`config.mk`:
```
export PLATFORM = sky130hd
export DESIGN_NAME = omc_ctrl
export DESIGN_NICKNAME = d
export VERILOG_FILES = /design/src/hdl/omc_sync.v /design/src/hdl/omc_ctrl.v
export VERILOG_INCLUDE_DIRS = /design/src /design/src/hdl
export SDC_FILE = /design/constraint.sdc
export NUM_CORES = 1
export LEC_CHECK = 0
export ABC_AREA = 1
export ABC_CLOCK_PERIOD_IN_PS = 1900
export BUFFER_PORTS_ARGS = -buffer_cell sky130_fd_sc_hd__buf_2
export CAP_MARGIN = 20
export CORE_ASPECT_RATIO = 1.75
export CORE_UTILIZATION = 57
export CTS_BUF_LIST = sky130_fd_sc_hd__clkbuf_2 sky130_fd_sc_hd__clkbuf_4 sky130_fd_sc_hd__clkbuf_8
export CTS_CLUSTER_SIZE = 24
export DETAILED_ROUTE_END_ITERATION = 8
export GPL_TIMING_DRIVEN = 0
export PLACE_DENSITY = 0.83
export REMOVE_ABC_BUFFERS = 1
export SYNTH_ARGS = -nofsm -noshare
export SYNTH_HDL_FRONTEND = slang
export SYNTH_SLANG_ARGS = --single-unit
```
`constraint.sdc`:
```
create_clock -name aclk -period 1.9 [get_ports aclk]
set_input_delay 0.285 -clock aclk [delete_from_list [all_inputs] [get_ports aclk]]
set_output_delay 0.285 -clock aclk [all_outputs]
set_load 0.05 [all_outputs]
```
`src/hdl/omc_regs.vh`:
```
// omc_regs.vh: register offsets, fields, reset values and timing counts
// assumes 32-bit AXI4-Lite words, byte addresses, 125 MHz aclk
`ifndef OMC_REGS_VH
`define OMC_REGS_VH

// ****************************************
// register byte offsets
// ****************************************
`define OMC_ADDR_CTRL_ONE 4'h0
`define OMC_ADDR_CTRL_TWO 4'h4
`define OMC_ADDR_TBASE 4'h8
`define OMC_ADDR_WAKE 4'hC

// ****************************************
// system_ctrl_reg_one fields
// ****************************************
`define OMC_C1_STOP 7
`define OMC_C1_RELM 6
`define OMC_C1_RETM 5
`define OMC_C1_OUTEN 4
`define OMC_C1_RESET 8'h00

// ****************************************
// system_ctrl_reg_two fields
// ****************************************
`define OMC_C2_XEN 7
`define OMC_C2_SLOW_OSC_ENABLE 6
`define OMC_C2_MAIN_CLOCK_SELECT 5
`define OMC_C2_IDLE 4
`define OMC_C2_GATE 2
`define OMC_C2_RESET 8'h80

// ****************************************
// time base / wake / power fields
// ****************************************
`define OMC_TB_EN 3
`define OMC_TB_IE 4
`define OMC_TB_IDLE_PWD 5
`define OMC_TB_STOP_PWD 6
`define OMC_TB_RESET 8'h00
`define OMC_WK_RESET 8'h00

// ****************************************
// timing counts (cycles of aclk)
// ****************************************
`define OMC_CYC_PER_MACHINE 4
`define OMC_WARMUP_CYCLES 16'h0400
`define OMC_SUPPLY_CYCLES 16'h0040

`endif

```
`src/hdl/omc_sync.v`:
```
// omc_sync.v: two-flop synchroniser for asynchronous pins
// assumes the input is a level from outside the aclk domain
`timescale 1ns/100ps
`default_nettype none
module omc_sync
(
	input wire aclk,
	input wire aresetn,
	input wire d,
	output reg q
);
	reg meta_q;
	always @(posedge aclk)
	begin
		if (!aresetn)
		begin
			meta_q <= 1'b0;
			q <= 1'b0;
		end
		else
		begin
			meta_q <= d;
			q <= meta_q;
		end
	end
endmodule
`default_nettype wire

```
`src/hdl/omc_ctrl.v`:
```
// omc_ctrl.v: operating-mode controller with AXI4-Lite registers
// assumes pins and time-base clock are asynchronous and pass omc_sync
// How it works
// - reset lands in single-clock fast run
// - single clock: slow osc off, four-cycle machine
// - idle bit halts cpu, peripherals keep their clock
// - any interrupt releases single fast doze
// - master enable chooses service or continue
// - gate bit stops clocks until tick edge
// - tick doze ignores enable; irq needs three
// - tick enable at entry sets tick latch
// - dual clock: main clock from chosen osc
// - slow fast-on: select set, fast set
// - fast osc enable toggles slow variants
// - slow modes stop divider first stages
// - dual doze returns to dual fast run
// - slow doze stops fast osc, returns slow
// - slow doze fast-on keeps fast osc
// - slow tick doze returns fast-off slow run
// - stop turns oscillators off, holds state
// - stop pin edge/level or key wake releases
// - warm-up then resume after stop
// - idle power-down zero adds supply wait
// - stop power-down one adds supply wait
// - doze release clears idle bit
// - control two resets to fast only
//
// Implementation choices: the AXI4-Lite interface to the registers and the placing of the registers.
`timescale 1ns/100ps
`default_nettype none
`include "omc_regs.vh"
module omc_ctrl
(
	input wire aclk,
	input wire aresetn,
	input wire [3:0] s_axi_awaddr,
	input wire s_axi_awvalid,
	output reg s_axi_awready,
	input wire [31:0] s_axi_wdata,
	input wire [3:0] s_axi_wstrb,
	input wire s_axi_wvalid,
	output reg s_axi_wready,
	output reg [1:0] s_axi_bresp,
	output reg s_axi_bvalid,
	input wire s_axi_bready,
	input wire [3:0] s_axi_araddr,
	input wire s_axi_arvalid,
	output reg s_axi_arready,
	output reg [31:0] s_axi_rdata,
	output reg [1:0] s_axi_rresp,
	output reg s_axi_rvalid,
	input wire s_axi_rready,
	input wire irq_any,
	input wire interrupt_master_enable,
	input wire time_base_clock_select,
	input wire stop_pin_n,
	input wire [3:0] key_wake,
	output reg fast_osc_on,
	output reg slow_osc_on,
	output reg main_clock_slow,
	output reg cpu_run,
	output reg periph_clk_en,
	output reg divider_low_en,
	output reg slow_pins_are_ports,
	output reg time_base_irq,
	output reg irq_service,
	output reg port_hold
);
	// ****************************************
	// modes
	// ****************************************
	localparam [3:0] FAST_RUN_SINGLE = 4'h0;
	localparam [3:0] FAST_RUN_DUAL = 4'h1;
	localparam [3:0] FAST_DOZE_SINGLE = 4'h2;
	localparam [3:0] FAST_DOZE_DUAL = 4'h3;
	localparam [3:0] TICK_DOZE_FAST = 4'h4;
	localparam [3:0] SLOW_RUN_FAST_ON = 4'h5;
	localparam [3:0] SLOW_RUN_FAST_OFF = 4'h6;
	localparam [3:0] SLOW_DOZE_FAST_ON = 4'h7;
	localparam [3:0] SLOW_DOZE_FAST_OFF = 4'h8;
	localparam [3:0] TICK_DOZE_SLOW = 4'h9;
	localparam [3:0] STOP_MODE = 4'hA;
	localparam [3:0] WARMUP = 4'hB;
	localparam [3:0] SUPPLY_WAIT = 4'hC;

	reg [7:0] system_ctrl_reg_one_q;
	reg [7:0] system_ctrl_reg_two_q;
	reg [7:0] time_base_ctrl_reg_q;
	reg [7:0] wakeup_release_ctrl_q;
	reg [3:0] mode_q;
	reg [3:0] resume_q;
	reg [15:0] wait_q;
	reg [1:0] phase_q;
	reg tick_pend_q;
	reg tb_prev_q;
	reg stop_prev_q;
	reg [3:0] aw_addr_q;
	reg aw_have_q;
	reg [31:0] w_data_q;
	reg [3:0] w_strb_q;
	reg w_have_q;

	wire tb_s;
	wire stop_s;
	wire [3:0] key_s;
	wire tick_fall;
	wire stop_release;
	wire at_boundary;
	wire do_write;

	// ****************************************
	// input synchronisers
	// ****************************************
	omc_sync u_tb (.aclk(aclk), .aresetn(aresetn), .d(time_base_clock_select), .q(tb_s));
	omc_sync u_stp (.aclk(aclk), .aresetn(aresetn), .d(stop_pin_n), .q(stop_s));
	genvar gi;
	generate
		for (gi = 0; gi < 4; gi = gi + 1)
		begin : g_key
			omc_sync u_key (.aclk(aclk), .aresetn(aresetn), .d(key_wake[gi]), .q(key_s[gi]));
		end
	endgenerate

	assign tick_fall = tb_prev_q & ~tb_s;
	// edge mode wants a falling edge of the active-low pin; level mode wants it low
	assign stop_release = (system_ctrl_reg_one_q[`OMC_C1_RELM] ? ~stop_s :
		(stop_prev_q & ~stop_s)) | (|(key_s & wakeup_release_ctrl_q[3:0]));
	// mode changes only on a machine-cycle boundary
	assign at_boundary = (phase_q == 2'd3);
	assign do_write = aw_have_q & w_have_q & ~s_axi_bvalid;

	function [7:0] merge;
		input [7:0] old;
		input [31:0] data;
		input [3:0] strb;
		begin
			merge = strb[0] ? data[7:0] : old;
		end
	endfunction

	function is_doze;
		input [3:0] m;
		begin
			is_doze = (m == FAST_DOZE_SINGLE) | (m == FAST_DOZE_DUAL) |
				(m == TICK_DOZE_FAST) | (m == SLOW_DOZE_FAST_ON) |
				(m == SLOW_DOZE_FAST_OFF) | (m == TICK_DOZE_SLOW);
		end
	endfunction

	// ****************************************
	// AXI4-Lite slave
	// ****************************************
	always @(posedge aclk)
	begin
		if (!aresetn)
		begin
			s_axi_awready <= 1'b0;
			s_axi_wready <= 1'b0;
			s_axi_bvalid <= 1'b0;
			s_axi_bresp <= 2'b00;
			s_axi_arready <= 1'b0;
			s_axi_rvalid <= 1'b0;
			s_axi_rresp <= 2'b00;
			s_axi_rdata <= 32'h00000000;
			aw_have_q <= 1'b0;
			w_have_q <= 1'b0;
			aw_addr_q <= 4'h0;
			w_data_q <= 32'h00000000;
			w_strb_q <= 4'h0;
		end
		else
		begin
			s_axi_awready <= ~aw_have_q & ~s_axi_awready & s_axi_awvalid;
			s_axi_wready <= ~w_have_q & ~s_axi_wready & s_axi_wvalid;
			if (s_axi_awvalid & s_axi_awready)
			begin
				aw_have_q <= 1'b1;
				aw_addr_q <= s_axi_awaddr;
			end
			if (s_axi_wvalid & s_axi_wready)
			begin
				w_have_q <= 1'b1;
				w_data_q <= s_axi_wdata;
				w_strb_q <= s_axi_wstrb;
			end
			if (do_write)
			begin
				aw_have_q <= 1'b0;
				w_have_q <= 1'b0;
				s_axi_bvalid <= 1'b1;
				s_axi_bresp <= (aw_addr_q[1:0] == 2'b00) ? 2'b00 : 2'b10;
			end
			else if (s_axi_bvalid & s_axi_bready)
				s_axi_bvalid <= 1'b0;
			s_axi_arready <= ~s_axi_arready & ~s_axi_rvalid & s_axi_arvalid;
			if (s_axi_arvalid & s_axi_arready)
			begin
				s_axi_rvalid <= 1'b1;
				s_axi_rresp <= 2'b00;
				case (s_axi_araddr)
					`OMC_ADDR_CTRL_ONE: s_axi_rdata <= {24'h000000, system_ctrl_reg_one_q};
					`OMC_ADDR_CTRL_TWO: s_axi_rdata <= {24'h000000, system_ctrl_reg_two_q};
					`OMC_ADDR_TBASE: s_axi_rdata <= {24'h000000, time_base_ctrl_reg_q};
					`OMC_ADDR_WAKE: s_axi_rdata <= {24'h000000, mode_q, wakeup_release_ctrl_q[3:0]};
					default:
					begin
						s_axi_rdata <= 32'h00000000;
						s_axi_rresp <= 2'b10;
					end
				endcase
			end
			else if (s_axi_rvalid & s_axi_rready)
				s_axi_rvalid <= 1'b0;
		end
	end

	// ****************************************
	// mode sequencer and control registers
	// ****************************************
	always @(posedge aclk)
	begin
		if (!aresetn)
		begin
			system_ctrl_reg_one_q <= `OMC_C1_RESET;
			system_ctrl_reg_two_q <= `OMC_C2_RESET;
			time_base_ctrl_reg_q <= `OMC_TB_RESET;
			wakeup_release_ctrl_q <= `OMC_WK_RESET;
			mode_q <= FAST_RUN_SINGLE;
			resume_q <= FAST_RUN_SINGLE;
			wait_q <= 16'h0000;
			phase_q <= 2'd0;
			tick_pend_q <= 1'b0;
			tb_prev_q <= 1'b0;
			stop_prev_q <= 1'b0;
			time_base_irq <= 1'b0;
			irq_service <= 1'b0;
		end
		else
		begin
			phase_q <= phase_q + 2'd1;
			// edges judged boundary to boundary so none slips between two boundaries;
			// a level that goes and returns between two boundaries is missed
			if (at_boundary)
			begin
				tb_prev_q <= tb_s;
				stop_prev_q <= stop_s;
			end
			irq_service <= 1'b0;
			time_base_irq <= 1'b0;
			if (do_write)
			begin
				case (aw_addr_q)
					`OMC_ADDR_CTRL_ONE: system_ctrl_reg_one_q <= merge(system_ctrl_reg_one_q, w_data_q, w_strb_q);
					`OMC_ADDR_CTRL_TWO: system_ctrl_reg_two_q <= merge(system_ctrl_reg_two_q, w_data_q, w_strb_q);
					`OMC_ADDR_TBASE: time_base_ctrl_reg_q <= merge(time_base_ctrl_reg_q, w_data_q, w_strb_q);
					`OMC_ADDR_WAKE: wakeup_release_ctrl_q <= merge(wakeup_release_ctrl_q, w_data_q, w_strb_q);
					default: ;
				endcase
			end
			if (at_boundary)
			begin
				case (mode_q)
					FAST_RUN_SINGLE, FAST_RUN_DUAL, SLOW_RUN_FAST_ON, SLOW_RUN_FAST_OFF:
					begin
						if (system_ctrl_reg_one_q[`OMC_C1_STOP])
						begin
							mode_q <= STOP_MODE;
							resume_q <= system_ctrl_reg_one_q[`OMC_C1_RETM] ? SLOW_RUN_FAST_OFF :
								(system_ctrl_reg_two_q[`OMC_C2_SLOW_OSC_ENABLE] ? FAST_RUN_DUAL : FAST_RUN_SINGLE);
						end
						else if (system_ctrl_reg_two_q[`OMC_C2_GATE])
						begin
							// tick enable sampled at entry
							tick_pend_q <= time_base_ctrl_reg_q[`OMC_TB_EN];
							mode_q <= system_ctrl_reg_two_q[`OMC_C2_MAIN_CLOCK_SELECT] ? TICK_DOZE_SLOW : TICK_DOZE_FAST;
						end
						else if (system_ctrl_reg_two_q[`OMC_C2_IDLE])
						begin
							case (mode_q)
								FAST_RUN_SINGLE: mode_q <= FAST_DOZE_SINGLE;
								FAST_RUN_DUAL: mode_q <= FAST_DOZE_DUAL;
								SLOW_RUN_FAST_ON: mode_q <= SLOW_DOZE_FAST_ON;
								default: mode_q <= SLOW_DOZE_FAST_OFF;
							endcase
						end
						// switch to the slow source only when the slow osc is enabled, glitch-free at boundary
						else if (system_ctrl_reg_two_q[`OMC_C2_MAIN_CLOCK_SELECT] & system_ctrl_reg_two_q[`OMC_C2_SLOW_OSC_ENABLE])
							mode_q <= system_ctrl_reg_two_q[`OMC_C2_XEN] ? SLOW_RUN_FAST_ON : SLOW_RUN_FAST_OFF;
						else if (system_ctrl_reg_two_q[`OMC_C2_XEN])
							mode_q <= system_ctrl_reg_two_q[`OMC_C2_SLOW_OSC_ENABLE] ? FAST_RUN_DUAL : FAST_RUN_SINGLE;
					end
					FAST_DOZE_SINGLE, FAST_DOZE_DUAL, SLOW_DOZE_FAST_ON, SLOW_DOZE_FAST_OFF:
					begin
						if (irq_any)
						begin
							system_ctrl_reg_two_q[`OMC_C2_IDLE] <= 1'b0;
							irq_service <= interrupt_master_enable;
							resume_q <= (mode_q == FAST_DOZE_SINGLE) ? FAST_RUN_SINGLE :
								(mode_q == FAST_DOZE_DUAL) ? FAST_RUN_DUAL : mode_q - 4'd2;
							wait_q <= `OMC_SUPPLY_CYCLES;
							mode_q <= time_base_ctrl_reg_q[`OMC_TB_IDLE_PWD] ?
								((mode_q == FAST_DOZE_SINGLE) ? FAST_RUN_SINGLE :
								(mode_q == FAST_DOZE_DUAL) ? FAST_RUN_DUAL : mode_q - 4'd2) : SUPPLY_WAIT;
						end
					end
					TICK_DOZE_FAST, TICK_DOZE_SLOW:
					begin
						if (tick_fall)
						begin
							system_ctrl_reg_two_q[`OMC_C2_GATE] <= 1'b0;
							resume_q <= (mode_q == TICK_DOZE_FAST) ? FAST_RUN_SINGLE : SLOW_RUN_FAST_OFF;
							wait_q <= `OMC_SUPPLY_CYCLES;
							if (time_base_ctrl_reg_q[`OMC_TB_IDLE_PWD])
								mode_q <= (mode_q == TICK_DOZE_FAST) ? FAST_RUN_SINGLE : SLOW_RUN_FAST_OFF;
							else
								mode_q <= SUPPLY_WAIT;
						end
					end
					STOP_MODE:
					begin
						if (stop_release)
						begin
							system_ctrl_reg_one_q[`OMC_C1_STOP] <= 1'b0;
							wait_q <= `OMC_WARMUP_CYCLES;
							mode_q <= WARMUP;
						end
					end
					WARMUP:
					begin
						if (wait_q == 16'h0000)
						begin
							wait_q <= `OMC_SUPPLY_CYCLES;
							mode_q <= time_base_ctrl_reg_q[`OMC_TB_STOP_PWD] ? SUPPLY_WAIT : resume_q;
						end
					end
					SUPPLY_WAIT:
					begin
						if (wait_q == 16'h0000)
							mode_q <= resume_q;
					end
					default: mode_q <= FAST_RUN_SINGLE;
				endcase
			end
			// latch pulse one cycle after the return, once the run-mode clocks are back
			if (tick_pend_q && (mode_q == FAST_RUN_SINGLE || mode_q == SLOW_RUN_FAST_OFF))
			begin
				time_base_irq <= 1'b1;
				irq_service <= interrupt_master_enable & time_base_ctrl_reg_q[`OMC_TB_IE];
				tick_pend_q <= 1'b0;
			end
			if ((mode_q == WARMUP || mode_q == SUPPLY_WAIT) && wait_q != 16'h0000)
				wait_q <= wait_q - 16'h0001;
		end
	end

	// ****************************************
	// clock and power outputs
	// ****************************************
	always @(posedge aclk)
	begin
		if (!aresetn)
		begin
			fast_osc_on <= 1'b1;
			slow_osc_on <= 1'b0;
			main_clock_slow <= 1'b0;
			cpu_run <= 1'b1;
			periph_clk_en <= 1'b1;
			divider_low_en <= 1'b1;
			slow_pins_are_ports <= 1'b1;
			port_hold <= 1'b0;
		end
		else
		begin
			fast_osc_on <= ~(mode_q == STOP_MODE || mode_q == SLOW_RUN_FAST_OFF ||
				mode_q == SLOW_DOZE_FAST_OFF || mode_q == TICK_DOZE_SLOW);
			slow_osc_on <= system_ctrl_reg_two_q[`OMC_C2_SLOW_OSC_ENABLE] & (mode_q != STOP_MODE);
			slow_pins_are_ports <= ~system_ctrl_reg_two_q[`OMC_C2_SLOW_OSC_ENABLE];
			main_clock_slow <= (mode_q >= SLOW_RUN_FAST_ON) && (mode_q <= TICK_DOZE_SLOW);
			cpu_run <= ~is_doze(mode_q) && mode_q != STOP_MODE && mode_q != WARMUP &&
				mode_q != SUPPLY_WAIT;
			periph_clk_en <= mode_q != TICK_DOZE_FAST && mode_q != TICK_DOZE_SLOW &&
				mode_q != STOP_MODE;
			divider_low_en <= ~((mode_q >= SLOW_RUN_FAST_ON) && (mode_q <= TICK_DOZE_SLOW)) &&
				mode_q != STOP_MODE;
			port_hold <= (mode_q == STOP_MODE) & system_ctrl_reg_one_q[`OMC_C1_OUTEN];
		end
	end
endmodule
`default_nettype wire

```
### Word level (Yosys, flattened, before mapping)

Cells that the tools add are included.
Widths: inputs -> output; s select.

| word-level totals | value |
|---|---|
| flip-flop bits (word level) | 135 |
| input bits | 59 |
| word-level logic and storage cells | 230 |

| operators by class | value |
|---|---|
| add/subtract/negate cells | 3 |
| magnitude comparators | 2 |
| bitwise operators | 41 |
| reduce and logical (&&, ||, !) cells | 40 |
| eq/ne operators | 35 |
| mux-type cells | 61 |

Operators by type and width:

| kind | number |
|---|---|
| $mux 16 | 6 |
| $mux 4 | 20 |
| $pmux 16 s4 | 1 |
| $eq 4x4->1 const B | 9 |
| $pmux 8 s4 | 1 |
| $eq 4x3->1 const B | 6 |
| $mux 8 | 3 |
| $pmux 4 s3 | 2 |
| $pmux 4 s6 | 1 |
| $mux 1 | 20 |
| $and 1x1->1 | 19 |
| $logic_not 16->1 | 1 |
| $ne 4x4->1 const B | 4 |
| $reduce_bool 16->1 | 1 |
| $reduce_or 4->1 | 4 |
| $sub 16x1->16 const B | 1 |
| $mux 5 | 3 |
| $not 1->1 | 15 |
| $logic_not 4->1 | 3 |
| $ne 2x2->1 const B | 6 |
| $reduce_and 3->1 | 4 |
| $logic_and 1x1->1 | 9 |
| $ne 3x3->1 const B | 3 |
| $eq 4x2->1 const B | 2 |
| other kinds (23) | 38 |

### Longest topological paths before layout

Gate-level depths: netlist (run 1).

| depth | value |
|---|---|
| depth after elaboration | 10 |
| gate-level depth with buffers | 12 |
| depth with buffers taken out | 11 |

### By module

A second synthesis (run 1) with hierarchy kept.

| second synthesis, totals | value |
|---|---|
| cells, all modules | 711 |
| area total of the unflattened synthesis | 5137.4 um^2 |

By module, submodules not included:

| module | area each (um^2) | times used | cells an instance |
|---|---|---|---|
| omc_ctrl | 4807.1 | 1 | 675 |
| omc_sync | 55.1 | 6 | 6 |

### Least setup slack after synthesis (run 1)

Ideal clock, no wire load.

| timing | value |
|---|---|
| path kind | register -> register |
| start point | reg s_axi_bvalid |
| end point | reg time_base_ctrl_reg_q[5] |
| library setup time | 0.127 ns |
| path buffers | 1 |
| path slack | 0.251 ns |
| arrival time | 1.522 ns |
| cell stages (with the launch flop) | 8 |
| required time | 1.773 ns |
| cell sequence | dfxtp_1 nor2_1 nand2_1 nor2_1 nand4_1 clkbuf_1 o21ai_0 a21oi_1 |

| between the ends | value |
|---|---|
| longest elaborated chain between the ends | 3 |

Ends and longest elaborated chain:

| element | RTL line | RTL |
|---|---|---|
| start: declaration | omc_ctrl.v:44 | `output reg s_axi_bvalid,` |
| start signal: assignment | omc_ctrl.v:159 | `s_axi_bvalid <= 1'b0;` |
| start signal: assignment | omc_ctrl.v:190 | `s_axi_bvalid <= 1'b1;` |
| start signal: assignment | omc_ctrl.v:194 | `s_axi_bvalid <= 1'b0;` |
| $not 1->1 | omc_ctrl.v:130 | `assign do_write = aw_have_q & w_have_q & ~s_axi_bvalid;` |
| $and 1x1->1 | omc_ctrl.v:130 |  |
| $reduce_and 3->1 (no source line) | - |  |
| end signal: assignment | omc_ctrl.v:226 | `` time_base_ctrl_reg_q <= `OMC_TB_RESET; `` |
| end signal: assignment | omc_ctrl.v:255 | `` `OMC_ADDR_TBASE: time_base_ctrl_reg_q <= merge(time_base_ctrl_reg_q, w_data_q, w_strb_q); `` |
| end: declaration | omc_ctrl.v:88 | `reg [7:0] time_base_ctrl_reg_q;` |

No other way between the ends.
A chain may end at the register's enable or synchronous reset.

### Worst setup path after layout (run 1)

| timing | value |
|---|---|
| start point | reg mode_q[0] |
| end point | reg wait_q[4] |

| between the ends | value |
|---|---|
| longest elaborated chain between the ends | 5 |
| elaborated cells between the ends (all ways) | 23 |

Ends and longest elaborated chain:

| element | RTL line | RTL |
|---|---|---|
| start: declaration | omc_ctrl.v:90 | `reg [3:0] mode_q;` |
| start signal: assignment | omc_ctrl.v:275 | `` mode_q <= system_ctrl_reg_two_q[`OMC_C2_MAIN_CLOCK_SELECT] ? TICK_DOZE_SLOW : TICK_DOZE_FAST; `` |
| start signal: assignment | omc_ctrl.v:288 | `` mode_q <= system_ctrl_reg_two_q[`OMC_C2_XEN] ? SLOW_RUN_FAST_ON : SLOW_RUN_FAST_OFF; `` |
| start signal: assignment | omc_ctrl.v:290 | `` mode_q <= system_ctrl_reg_two_q[`OMC_C2_SLOW_OSC_ENABLE] ? FAST_RUN_DUAL : FAST_RUN_SINGLE; `` |
| $eq 4x2->1, or another cell as far along | omc_ctrl.v:262 | `case (mode_q)` |
| $reduce_or 4->1, or another cell as far along | omc_ctrl.v:262 |  |
| $pmux 16 s4 / $logic_and 1x1->1 (equally long branches) | omc_ctrl.v:262, omc_ctrl.v:351 |  |
| $mux 16, or another cell as far along | omc_ctrl.v:260 | `if (at_boundary)` |
| $mux 16 / $reduce_and 6->1 (equally long branches) | - |  |
| end signal: assignment | omc_ctrl.v:300 | `` wait_q <= `OMC_SUPPLY_CYCLES; `` |
| end signal: assignment | omc_ctrl.v:312 | `` wait_q <= `OMC_SUPPLY_CYCLES; `` |
| end signal: assignment | omc_ctrl.v:352 | `wait_q <= wait_q - 16'h0001;` |
| end: declaration | omc_ctrl.v:92 | `reg [15:0] wait_q;` |

Parallel ways exist; a longest one is shown, timed or not. The select of a mux whose other input is x is not followed.

==> results of run 1 <==
## timing repair
item | CTS | global route
setup buffers | 4 | 0
pin swaps | 2 | 1
endpoints found under the setup margin | 28 | 25
resized for setup | 9 | 12
gates cloned | 1 | 0
## through the flow
| step | TNS (ns) | hold slack (ns) | power, mW | util |
|---|---|---|---|---|
| 3_5_place_dp | -10.52 | 0.402 | 2.72 | 0.605 |
| 5_1_grt | -0.0265 | 0.0826 | 4.38 | 0.646 |
| 2_1_floorplan | -0.130 | 0.354 | 2.63 | - |
| 4_1_cts | 0 | 0.0688 | 4.24 | 0.639 |
| 6_report | 0 | 0.0799 | 4.23 | 0.646 |
| 3_3_place_gp | -9.23 | 0.395 | 2.71 | 0.605 |
## critical path, stage by stage, from the launching register on
cell and delay [ns]:
dfxtp_2 0.39, nor2_2 0.25, nand2_1 0.16, nand2_2 0.26
a21boi_4 0.25, buf_12 0.15, nand3_1 0.09, a21oi_2 0.18
## cells by family after synthesis
kind of cell / synth area share
buffers and inverters: 0.122
flip-flops: 0.415
AO/OA/AOI/OAI: 0.162
other: 0.000713
XOR/XNOR: 0.00999
AND/OR/NAND/NOR: 0.281
adder cells (fa/ha/maj): 0.00951
## cell usage after synthesis
cell type	count	area [sq um]
buf_1	4	15.0
inv_4	1	6.26
a31o_2	1	8.76
inv_2	6	22.5
nand2_2	4	25.0
o21ai_2	1	8.76
nand4_1	5	31.3
conb_1	1	3.75
xnor2_1	2	17.5
and3_1	1	6.26
or2_2	3	18.8
o211ai_1	2	15.0
nor2_8	1	20.0
o21ai_0	72	360
o21ai_1	1	5.00
buf_6	1	11.3
nand3_4	1	17.5
or2_1	1	6.26
clkbuf_1	13	48.8
nand3b_1	1	7.51
o21bai_1	1	7.51
xor2_1	4	35.0
o22ai_1	8	50.1
a21oi_2	10	87.6
ha_1	4	50.1
a31oi_1	1	6.26
nor2_4	3	33.8
nor3_1	10	50.1
a21oi_1	52	260
a21boi_2	1	11.3
buf_4	28	210
inv_1	79	297
buf_12	1	20.0
nand3_2	12	120
buf_2	2	10.0
nand2_1	135	507
nand2_4	7	78.8
nor2_2	5	31.3
o2111ai_1	2	17.5
a211oi_1	2	15.0
nand3_1	36	180
dfxtp_1	109	2180
nor2_1	92	345
## cells in the final DEF (no fill, tap or decap), types with 6 or more instances in the layout
cell type,synthesis,final
nor2_4,3,6
o22ai_1,8,8
nand2_2,4,6
inv_1,79,79
conb_1,1,26
nand3_1,36,36
buf_2,2,56
nand2_4,7,8
inv_2,6,6
a21oi_1,52,52
o21ai_0,72,72
nand3_2,12,12
clkbuf_8,0,9
a21oi_2,10,10
nor3_1,10,10
nand2_1,135,131
nor2_1,92,88
dfxtp_1,109,105
nor2_2,5,6
## path summary, 6_finish.rpt
path / cells past startpoint / slack (ns) / endpoint
setup reg to reg: 7 / 0.09 / wait_q[4]
hold reg to reg: 2 / 0.42 / u_tb.q
setup / recovery: 7 / 0.09 / wait_q[4]
hold / removal: 3 / 0.08 / u_stp.meta_q
## power groups by stage
stage,registers (mW),clock network (mW),logic (mW)
3_5_place_dp,2.40,0,0.319
6_report,2.35,1.55,0.329
3_3_place_gp,2.40,0,0.312
2_1_floorplan,2.42,0,0.214
4_1_cts,2.35,1.57,0.320
5_1_grt,2.35,1.66,0.363
## final cells by class
class / instances / area [sq um] / area share
flip-flops and latches: 109 / 2190 / 0.375
clock inverters: 6 / 95.1 / 0.0163
repair buffers: 61 / 343 / 0.0587
inverters: 86 / 325 / 0.0557
clock buffers: 9 / 124 / 0.0212
multi-input cells: 508 / 2610 / 0.448
well taps: 120 / 150 / 0.0257
## state kept, by name, indices dropped and copies added (netlist names), 8 cells and up
register and cells:
system_ctrl_reg_one_q 8, system_ctrl_reg_two_q 8, wait_q 16, time_base_ctrl_reg_q 8
s_axi_rdata 8, w_data_q 8
## metal layers
metal / vias up / GRT usage / wire length [um]
li1: 2391 / - / -
met1: 2160 / 0.280 / 4480
met2: 146 / 0.502 / 6840
met3: 47 / 0.0498 / 444
met4: 0 / 0.161 / 661
met5: - / 0 / 0
==> results_dict.tcl, run 1 <==
set metrics [dict create \
    num_rows 46 \
    end_kind "flip-flop" \
    finalClockSkew_ns 0.00665 \
    syn_area_sq_um 5260 \
    combPwrFrac 0.078 \
    critical_path_required_ns 2.20 \
    grt_pass1_wl_um 20200 \
    hpwlAfterDp_um 9050 \
    clkTransAtPathRegs_ns 0.10 \
    root_buffer "clkbuf_8" \
    initial_utilization 0.582 \
    dp_slack_ns -0.539 \
    crit_arrival_ns 2.11 \
    fin_crit_ns 1.81 \
    final_area_sq_um 5840 \
    irDropWorstVdd_mv 0.653 \
    routabilityCongestion 0.916 \
    ctsHoldBuffers 0 \
    startpoint "mode_q[0]" \
    drt_iter0_markers 270 \
    totalWireLength_um 12400 \
    ys_warn_count 0 \
    path_max_fanout 13 \
    area_delta_synth_final_pct 11.0 \
    power.net_switching_mw 1.08 \
    antenna_found_initial 0 \
    ios 110 \
    postSynthCellCount 726 \
    cts.sinks 109 \
    synth_cell_types 43 \
    avgViaCountPerCell 5.28 \
    diodes 0 \
    path_class "flip-flop to flip-flop" \
    routedWlPerCell_um 13.8 \
    placed_cells 878 \
    dr.pass1.iters 6 \
    timing.rr.start "mode_q[0]" \
    fmax_mhz 553 \
    ys_seq_area_frac 0.415 \
    postSynthAreaPerCell_sq_um 7.25 \
    vias 4744 \
    overflow 0 \
    period_share 0.951 \
    relSlewSlack 0.477 \
    htreeDepth 3 \
    p_clk_frac 0.367 \
    place_area_sq_um 5470 \
    grt_max_degree 71 \
    fp.dieH_um 129 \
    drive_gt1_frac 0.186 \
    setup_violations 0 \
    outcome "finished, final reports clean" \
    hp-start "stop_pin_n" \
    drc 0 \
    yosys_register_bits 109 \
    min_path_type "primary input to flip-flop" \
    maxCapViolCount 0 \
    worstSkewPairLatency_ns 0.38 \
    fin_nets 838 \
    cts_buffer_depth 2 \
    grt_usage 0.275 \
    worst_slack_ns 0.0931 \
    drtAntennaViolNets 0 \
    fill_cells 803 \
    port_buffers 56 \
    finalMaxSlewViolations 0 \
    p_seq_frac 0.555 \
    worst_pin_slew_ns 0.784 \
    cts_tree "done" \
    die_area_sq_um 9630 \
    cp-start-kind "flip-flop" \
    hold_viol 0 \
    coreArea_sq_um 9040 \
    cts_buffers 9 \
    p_leak_nw 2.61 \
    fp.dieW_um 74.6 \
    grt_pass1_vias 4472 \
    final_cells 899 \
    powerDensity_nw_per_um2 724 \
    internal-power_mw 3.14 \
    sw_frac_of_total 0.256 \
]
Power figures use the tool's default switching activity.
==> inputs of run 2 (changes only) <==
- CAP_MARGIN: 20 -> 40
- CORE_MARGIN: not set -> 2
- HOLD_SLACK_MARGIN: not set -> 0.08
==> run 2 against run 1 <==
  * Clock power fell by 15%
  * Worst setup slack improved by 0.040 ns
  * Sequential power barely moved
  * Global-route usage fell by 2.8 points
  * Critical path depth did not move
  * Cell count fell by 0.22%
  * Worst hold slack improved by 0.012 ns
  * Power fell by 5.7%
  * Wire length fell by 1.1%
  * Largest cell class unchanged
  * Largest power group unchanged
  * Highest routed layer unchanged
==> results_dict.tcl, run 2 (synthesis gave the netlist of run 1 again) <==
set metrics [dict create \
    crit_arrival_ns 2.04 \
    drt_iter0_markers 277 \
    worst_slack_ns 0.133 \
    irDropWorstVdd_mv 0.565 \
    dp_slack_ns -0.206 \
    cts_buffers 9 \
    final_cell_mix "nand2_1 (132), dfxtp_1 (105), nor2_1 (88), inv_1 (79), o21ai_0 (72)" \
    ios 110 \
    fin_crit_ns 1.77 \
    worstSkewPairLatency_ns 0.37 \
    root_buffer "clkbuf_8" \
    totalWireLength_um 12300 \
    cts.sinks 109 \
    tns_ns 0 \
    max_flop_register "wait_q" \
    path_cells "nor2_4 -> nand2_1 -> nand2_2 -> a21boi_4 -> a31oi_1 -> o21ai_0 -> nor2_1" \
    dr.pass1.iters 5 \
    cpPeakStageDelay_ns 0.41 \
    finalMaxSlewViolations 0 \
    overflow 0 \
    grt_pass1_wl_um 19800 \
    path_max_fanout 13 \
    min_path_type "primary input to flip-flop" \
    reg2reg_depth 7 \
    holdWs_ns 0.0917 \
    path_class "flip-flop to flip-flop" \
    drive_gt1_frac 0.183 \
    fp.dieW_um 76.6 \
    relSlewSlack 0.486 \
    ctsHoldBuffers 0 \
    num_rows 46 \
    period_share 0.930 \
    die_area_sq_um 10000 \
    end_kind "flip-flop" \
    routedWlPerCell_um 13.7 \
    fp.dieH_um 131 \
    port_buffers 56 \
    cts_tree "done" \
    coreArea_sq_um 9040 \
    cts_buffer_depth 2 \
    avgViaCountPerCell 5.23 \
    diodes 0 \
    critical_path_required_ns 2.17 \
    crit_slowest_cell "dfxtp_2" \
    grt_max_degree 61 \
    fmax_mhz 566 \
    final_area_sq_um 5780 \
    outcome "finished, final reports clean" \
    powerDensity_nw_per_um2 690 \
    crit_family "compound AO/OA/AOI/OAI gates" \
    worst_pin_slew_ns 0.770 \
    vias 4693 \
    area_delta_synth_final_pct 9.85 \
    cp_num_cells 7 \
    hpwlAfterDp_um 9340 \
    maxCapViolCount 0 \
    grt_usage 0.247 \
    place_area_sq_um 5520 \
    fill_cells 839 \
    clkTransAtPathRegs_ns 0.10 \
    routabilityCongestion 0.951 \
    finalClockSkew_ns 0.00777 \
    final_cells 897 \
    layout_commonest_cell "nand2_1" \
    placed_cells 880 \
    setup_violations 0 \
    crit_buf_inv 0 \
    antenna_found_initial 0 \
    initial_utilization 0.582 \
    p_leak_nw 2.60 \
    drtAntennaViolNets 0 \
    postLayoutCoreUtil 0.640 \
    fin_nets 836 \
    fin_total_pwr_mw 3.99 \
    cp-start-kind "flip-flop" \
    htreeDepth 3 \
    hold_viol 0 \
    grt_pass1_vias 4384 \
    hold_depth 3 \
    largest_reg_flops 16 \
    drc 0 \
]
-- run 2: path summary, 6_finish.rpt --
kind	from	to	slack (ns)
worst max-delay path	mode_q[0]	wait_q[10]	0.13
worst min-delay path	time_base_clock_select	u_tb.meta_q	0.09
worst max register to register	mode_q[0]	wait_q[10]	0.13
worst min register to register	g_key[2].u_key.meta_q	g_key[2].u_key.q	0.42
-- run 2: per-layer routing --
metal | wire, um | vias to the layer above | track usage
li1 | - | 2381 | -
met2 | 6910 | 124 | 0.490
met1 | 4540 | 2153 | 0.246
met5 | 0 | - | 0
met3 | 415 | 35 | 0.0322
met4 | 433 | 0 | 0.135
-- run 2: report_power, final --
| part | internal (mW) | total [mW] | switching, mW |
|---|---|---|---|
| Combinational | 0.0723 | 0.327 | 0.254 |
| Sequential | 2.32 | 2.34 | 0.0241 |
| Clock | 0.533 | 1.31 | 0.781 |
| Total | 2.93 | 3.99 | 1.06 |
-- run 2: worst reg2reg max path, delay by kind of cell (launching register included) --
family | cells | cell delay [ns]
AO/OA/AOI/OAI | 3 | 0.67
flip-flops | 1 | 0.41
AND/OR/NAND/NOR | 4 | 0.59
-- run 2: layout make-up --
cell class | count | area, sq um | area share
sequential | 109 | 2190 | 0.379
clock buffer | 11 | 145 | 0.0251
inverter | 86 | 325 | 0.0563
tap | 120 | 150 | 0.0260
timing repair buffer | 60 | 343 | 0.0593
multi-input combinational | 507 | 2590 | 0.448
clock inverter | 4 | 32.5 | 0.00563
-- run 2: timing repair --
action	in CTS	in global routing
cloned	0	0
setup buffers	2	0
endpoints found under the setup margin	29	25
gates resized for setup	7	13
pin swaps	1	0
==> inputs of run 3 (changes only) <==
- ABC_CLOCK_PERIOD_IN_PS: 1900 -> 1450
- CORE_UTILIZATION: 57 -> 51
- PLACE_DENSITY: 0.83 -> 0.78
- clock period: 1.9 -> 1.45 ns (I/O delays scaled with it)
==> run 3 against run 2 <==
  * The flow now finishes with violations (negative setup slack)
  * Die area up 11%
  * Critical path depth up 3
  * Non-clock buffer count rose by 64
  * Cell area grew 20%
  * Largest cell class unchanged
==> results_dict.tcl, run 3 (synthesis gave the netlist of run 1 again) <==
set metrics [dict create \
    outcome "finished, violations left" \
    violations "negative setup slack" \
    cpPeakStageDelay_ns 0.37 \
    fin_nets 903 \
    fp.dieH_um 138 \
    overflow 0 \
    grt_max_degree 60 \
    fin_crit_ns 1.75 \
    htreeDepth 3 \
    routabilityCongestion 0.958 \
    fmax_mhz 571 \
    end_kind "flip-flop" \
    layout_commonest_cell "nand2_1" \
    p_clk_frac 0.338 \
    fill_cells 787 \
    path_class "flip-flop to flip-flop" \
    finalMaxSlewViolations 0 \
    setup_violations 35 \
    grt_pass1_wl_um 22200 \
    worstSkewPairLatency_ns 0.39 \
    path_max_fanout 5 \
    place_area_sq_um 5530 \
    drt_iter0_markers 294 \
    root_buffer "clkbuf_8" \
    drc 0 \
    fp.dieW_um 80.8 \
    grt_usage 0.254 \
    hold_viol 0 \
    final_area_sq_um 6910 \
    maxCapViolCount 0 \
    largest_reg_flops 16 \
    drive_gt1_frac 0.328 \
    p_seq_frac 0.566 \
    area_delta_synth_final_pct 31.4 \
    sw_frac_of_total 0.291 \
    period_share 1.21 \
    cts_buffer_depth 2 \
    ios 110 \
    p_leak_nw 3.09 \
    powerDensity_nw_per_um2 787 \
    num_rows 49 \
    cts_tree "done" \
    clkTransAtPathRegs_ns 0.12 \
    totalWireLength_um 15700 \
    rsz0062_at_grt "yes" \
    critical_path_required_ns 1.76 \
    port_buffers 56 \
    regArea_sq_um 2210 \
    hpwlAfterDp_um 9520 \
    min_path_type "primary input to flip-flop" \
    worst_pin_slew_ns 0.847 \
    internal-power_mw 3.85 \
    multi_input_area_sq_um 3020 \
    antenna_found_initial 0 \
    final_cell_mix "nand2_1 (110), dfxtp_1 (95), nor2_1 (73), inv_1 (72), buf_2 (56)" \
    irDropWorstVdd_mv 0.868 \
    crit_slowest_cell "dfxtp_1" \
    path_cells "nor2_2 -> nand2_2 -> nor2_4 -> nand2_2 -> nand2_4 -> buf_16 -> nand3_4 -> nor2_4 -> nand2_1 -> a21oi_1" \
    dp_slack_ns -0.657 \
    power.net_switching_mw 1.58 \
    drtAntennaViolNets 0 \
    die_area_sq_um 11200 \
    relSlewSlack 0.434 \
    combPwrFrac 0.097 \
    avgViaCountPerCell 5.45 \
    max_flop_register "wait_q" \
    coreArea_sq_um 10200 \
    initial_utilization 0.517 \
    grt_pass1_vias 4967 \
    finalClockSkew_ns 0.0167 \
    cts.sinks 109 \
    dr.pass1.iters 5 \
    vias 5294 \
    diodes 0 \
    routedWlPerCell_um 16.1 \
    worst_slack_ns -0.302 \
    cp-start-kind "flip-flop" \
    cts_buffers 9 \
    crit_arrival_ns 2.06 \
]
run 3: cell types whose count changed in the layout (fill, tap and decap cells not counted), moves of 7 or more:
cell / delta
buf_4: +31
dfxtp_1: -10
o21ai_0: -25
inv_1: -7
nand2_4: +12
nand2_2: +13
nor2_4: +12
o21ai_1: +14
nor2_1: -15
buf_6: +9
o21ai_2: +10
nand2_1: -22
dlygate4sd3_1: +18
nand3_1: -9
run 3: path summary, 6_finish.rpt:
check	from	endpoint	slack (ns)	cells past startpoint
worst min register to register	u_stp.meta_q	u_stp.q	0.42	2
worst max register to register	wait_q[6]	mode_q[1]	-0.30	10
worst max-delay path	wait_q[6]	mode_q[1]	-0.30	10
worst min-delay path	s_axi_araddr[0]	s_axi_rresp[1]	0.09	3
run 3: timing repair:
action	in CTS	in global routing
gates resized for setup	78	107
endpoints found under the setup margin	56	56
hold endpoints to repair	18	0
gates cloned	2	3
setup buffers	25	22
pin swaps	25	44
hold buffers	18	0
run 3: worst max-delay path, delay by kind of cell, from the launching register on:
family	cells	cell delay, ns
flops	1	0.37
buf+inv	1	0.13
simple gates	8	1.04
compound gates	1	0.13
run 3: per-stage QoR:
| step | hold WS, ns | utilization | cells | total power, mW | setup TNS (ns) |
|---|---|---|---|---|---|
| floorplan | 0.286 | - | 702 | 3.45 | -10.62 |
| detailed placement | 0.402 | 0.543 | 887 | 3.57 | -22.32 |
| global placement | 0.393 | 0.538 | 885 | 3.55 | -33.30 |
| CTS | 0.0806 | 0.630 | 948 | 5.39 | -4.23 |
| global route | 0.0944 | 0.679 | 972 | 5.59 | -8.92 |
| finish | 0.0894 | 0.679 | 972 | 5.44 | -6.26 |
run 3: power groups by stage:
stage	Combinational, mW	Sequential (mW)	Clock [mW]
final	0.525	3.08	1.83
after global routing	0.569	3.08	1.94
after CTS	0.486	3.07	1.83
after detailed placement	0.425	3.15	0
after global placement	0.411	3.14	0
after floorplan	0.281	3.17	0
run 3: routing by layer:
| metal | vias to the layer above | global-route usage | routed length (um) |
|---|---|---|---|
| met2 | 224 | 0.481 | 8680 |
| li1 | 2526 | - | - |
| met5 | - | 0 | 0 |
| met1 | 2459 | 0.228 | 5200 |
| met4 | 0 | 0.179 | 1130 |
| met3 | 85 | 0.0444 | 674 |
run 3: layout make-up:
| type | instances | area share |
|---|---|---|
| Multi-Input combinational cell | 510 | 0.437 |
| Sequential cell | 109 | 0.320 |
| Timing Repair Buffer | 124 | 0.142 |
| Inverter | 86 | 0.0496 |
| Tap cell | 127 | 0.0230 |
| Clock buffer | 9 | 0.0179 |
| Clock inverter | 7 | 0.00978 |
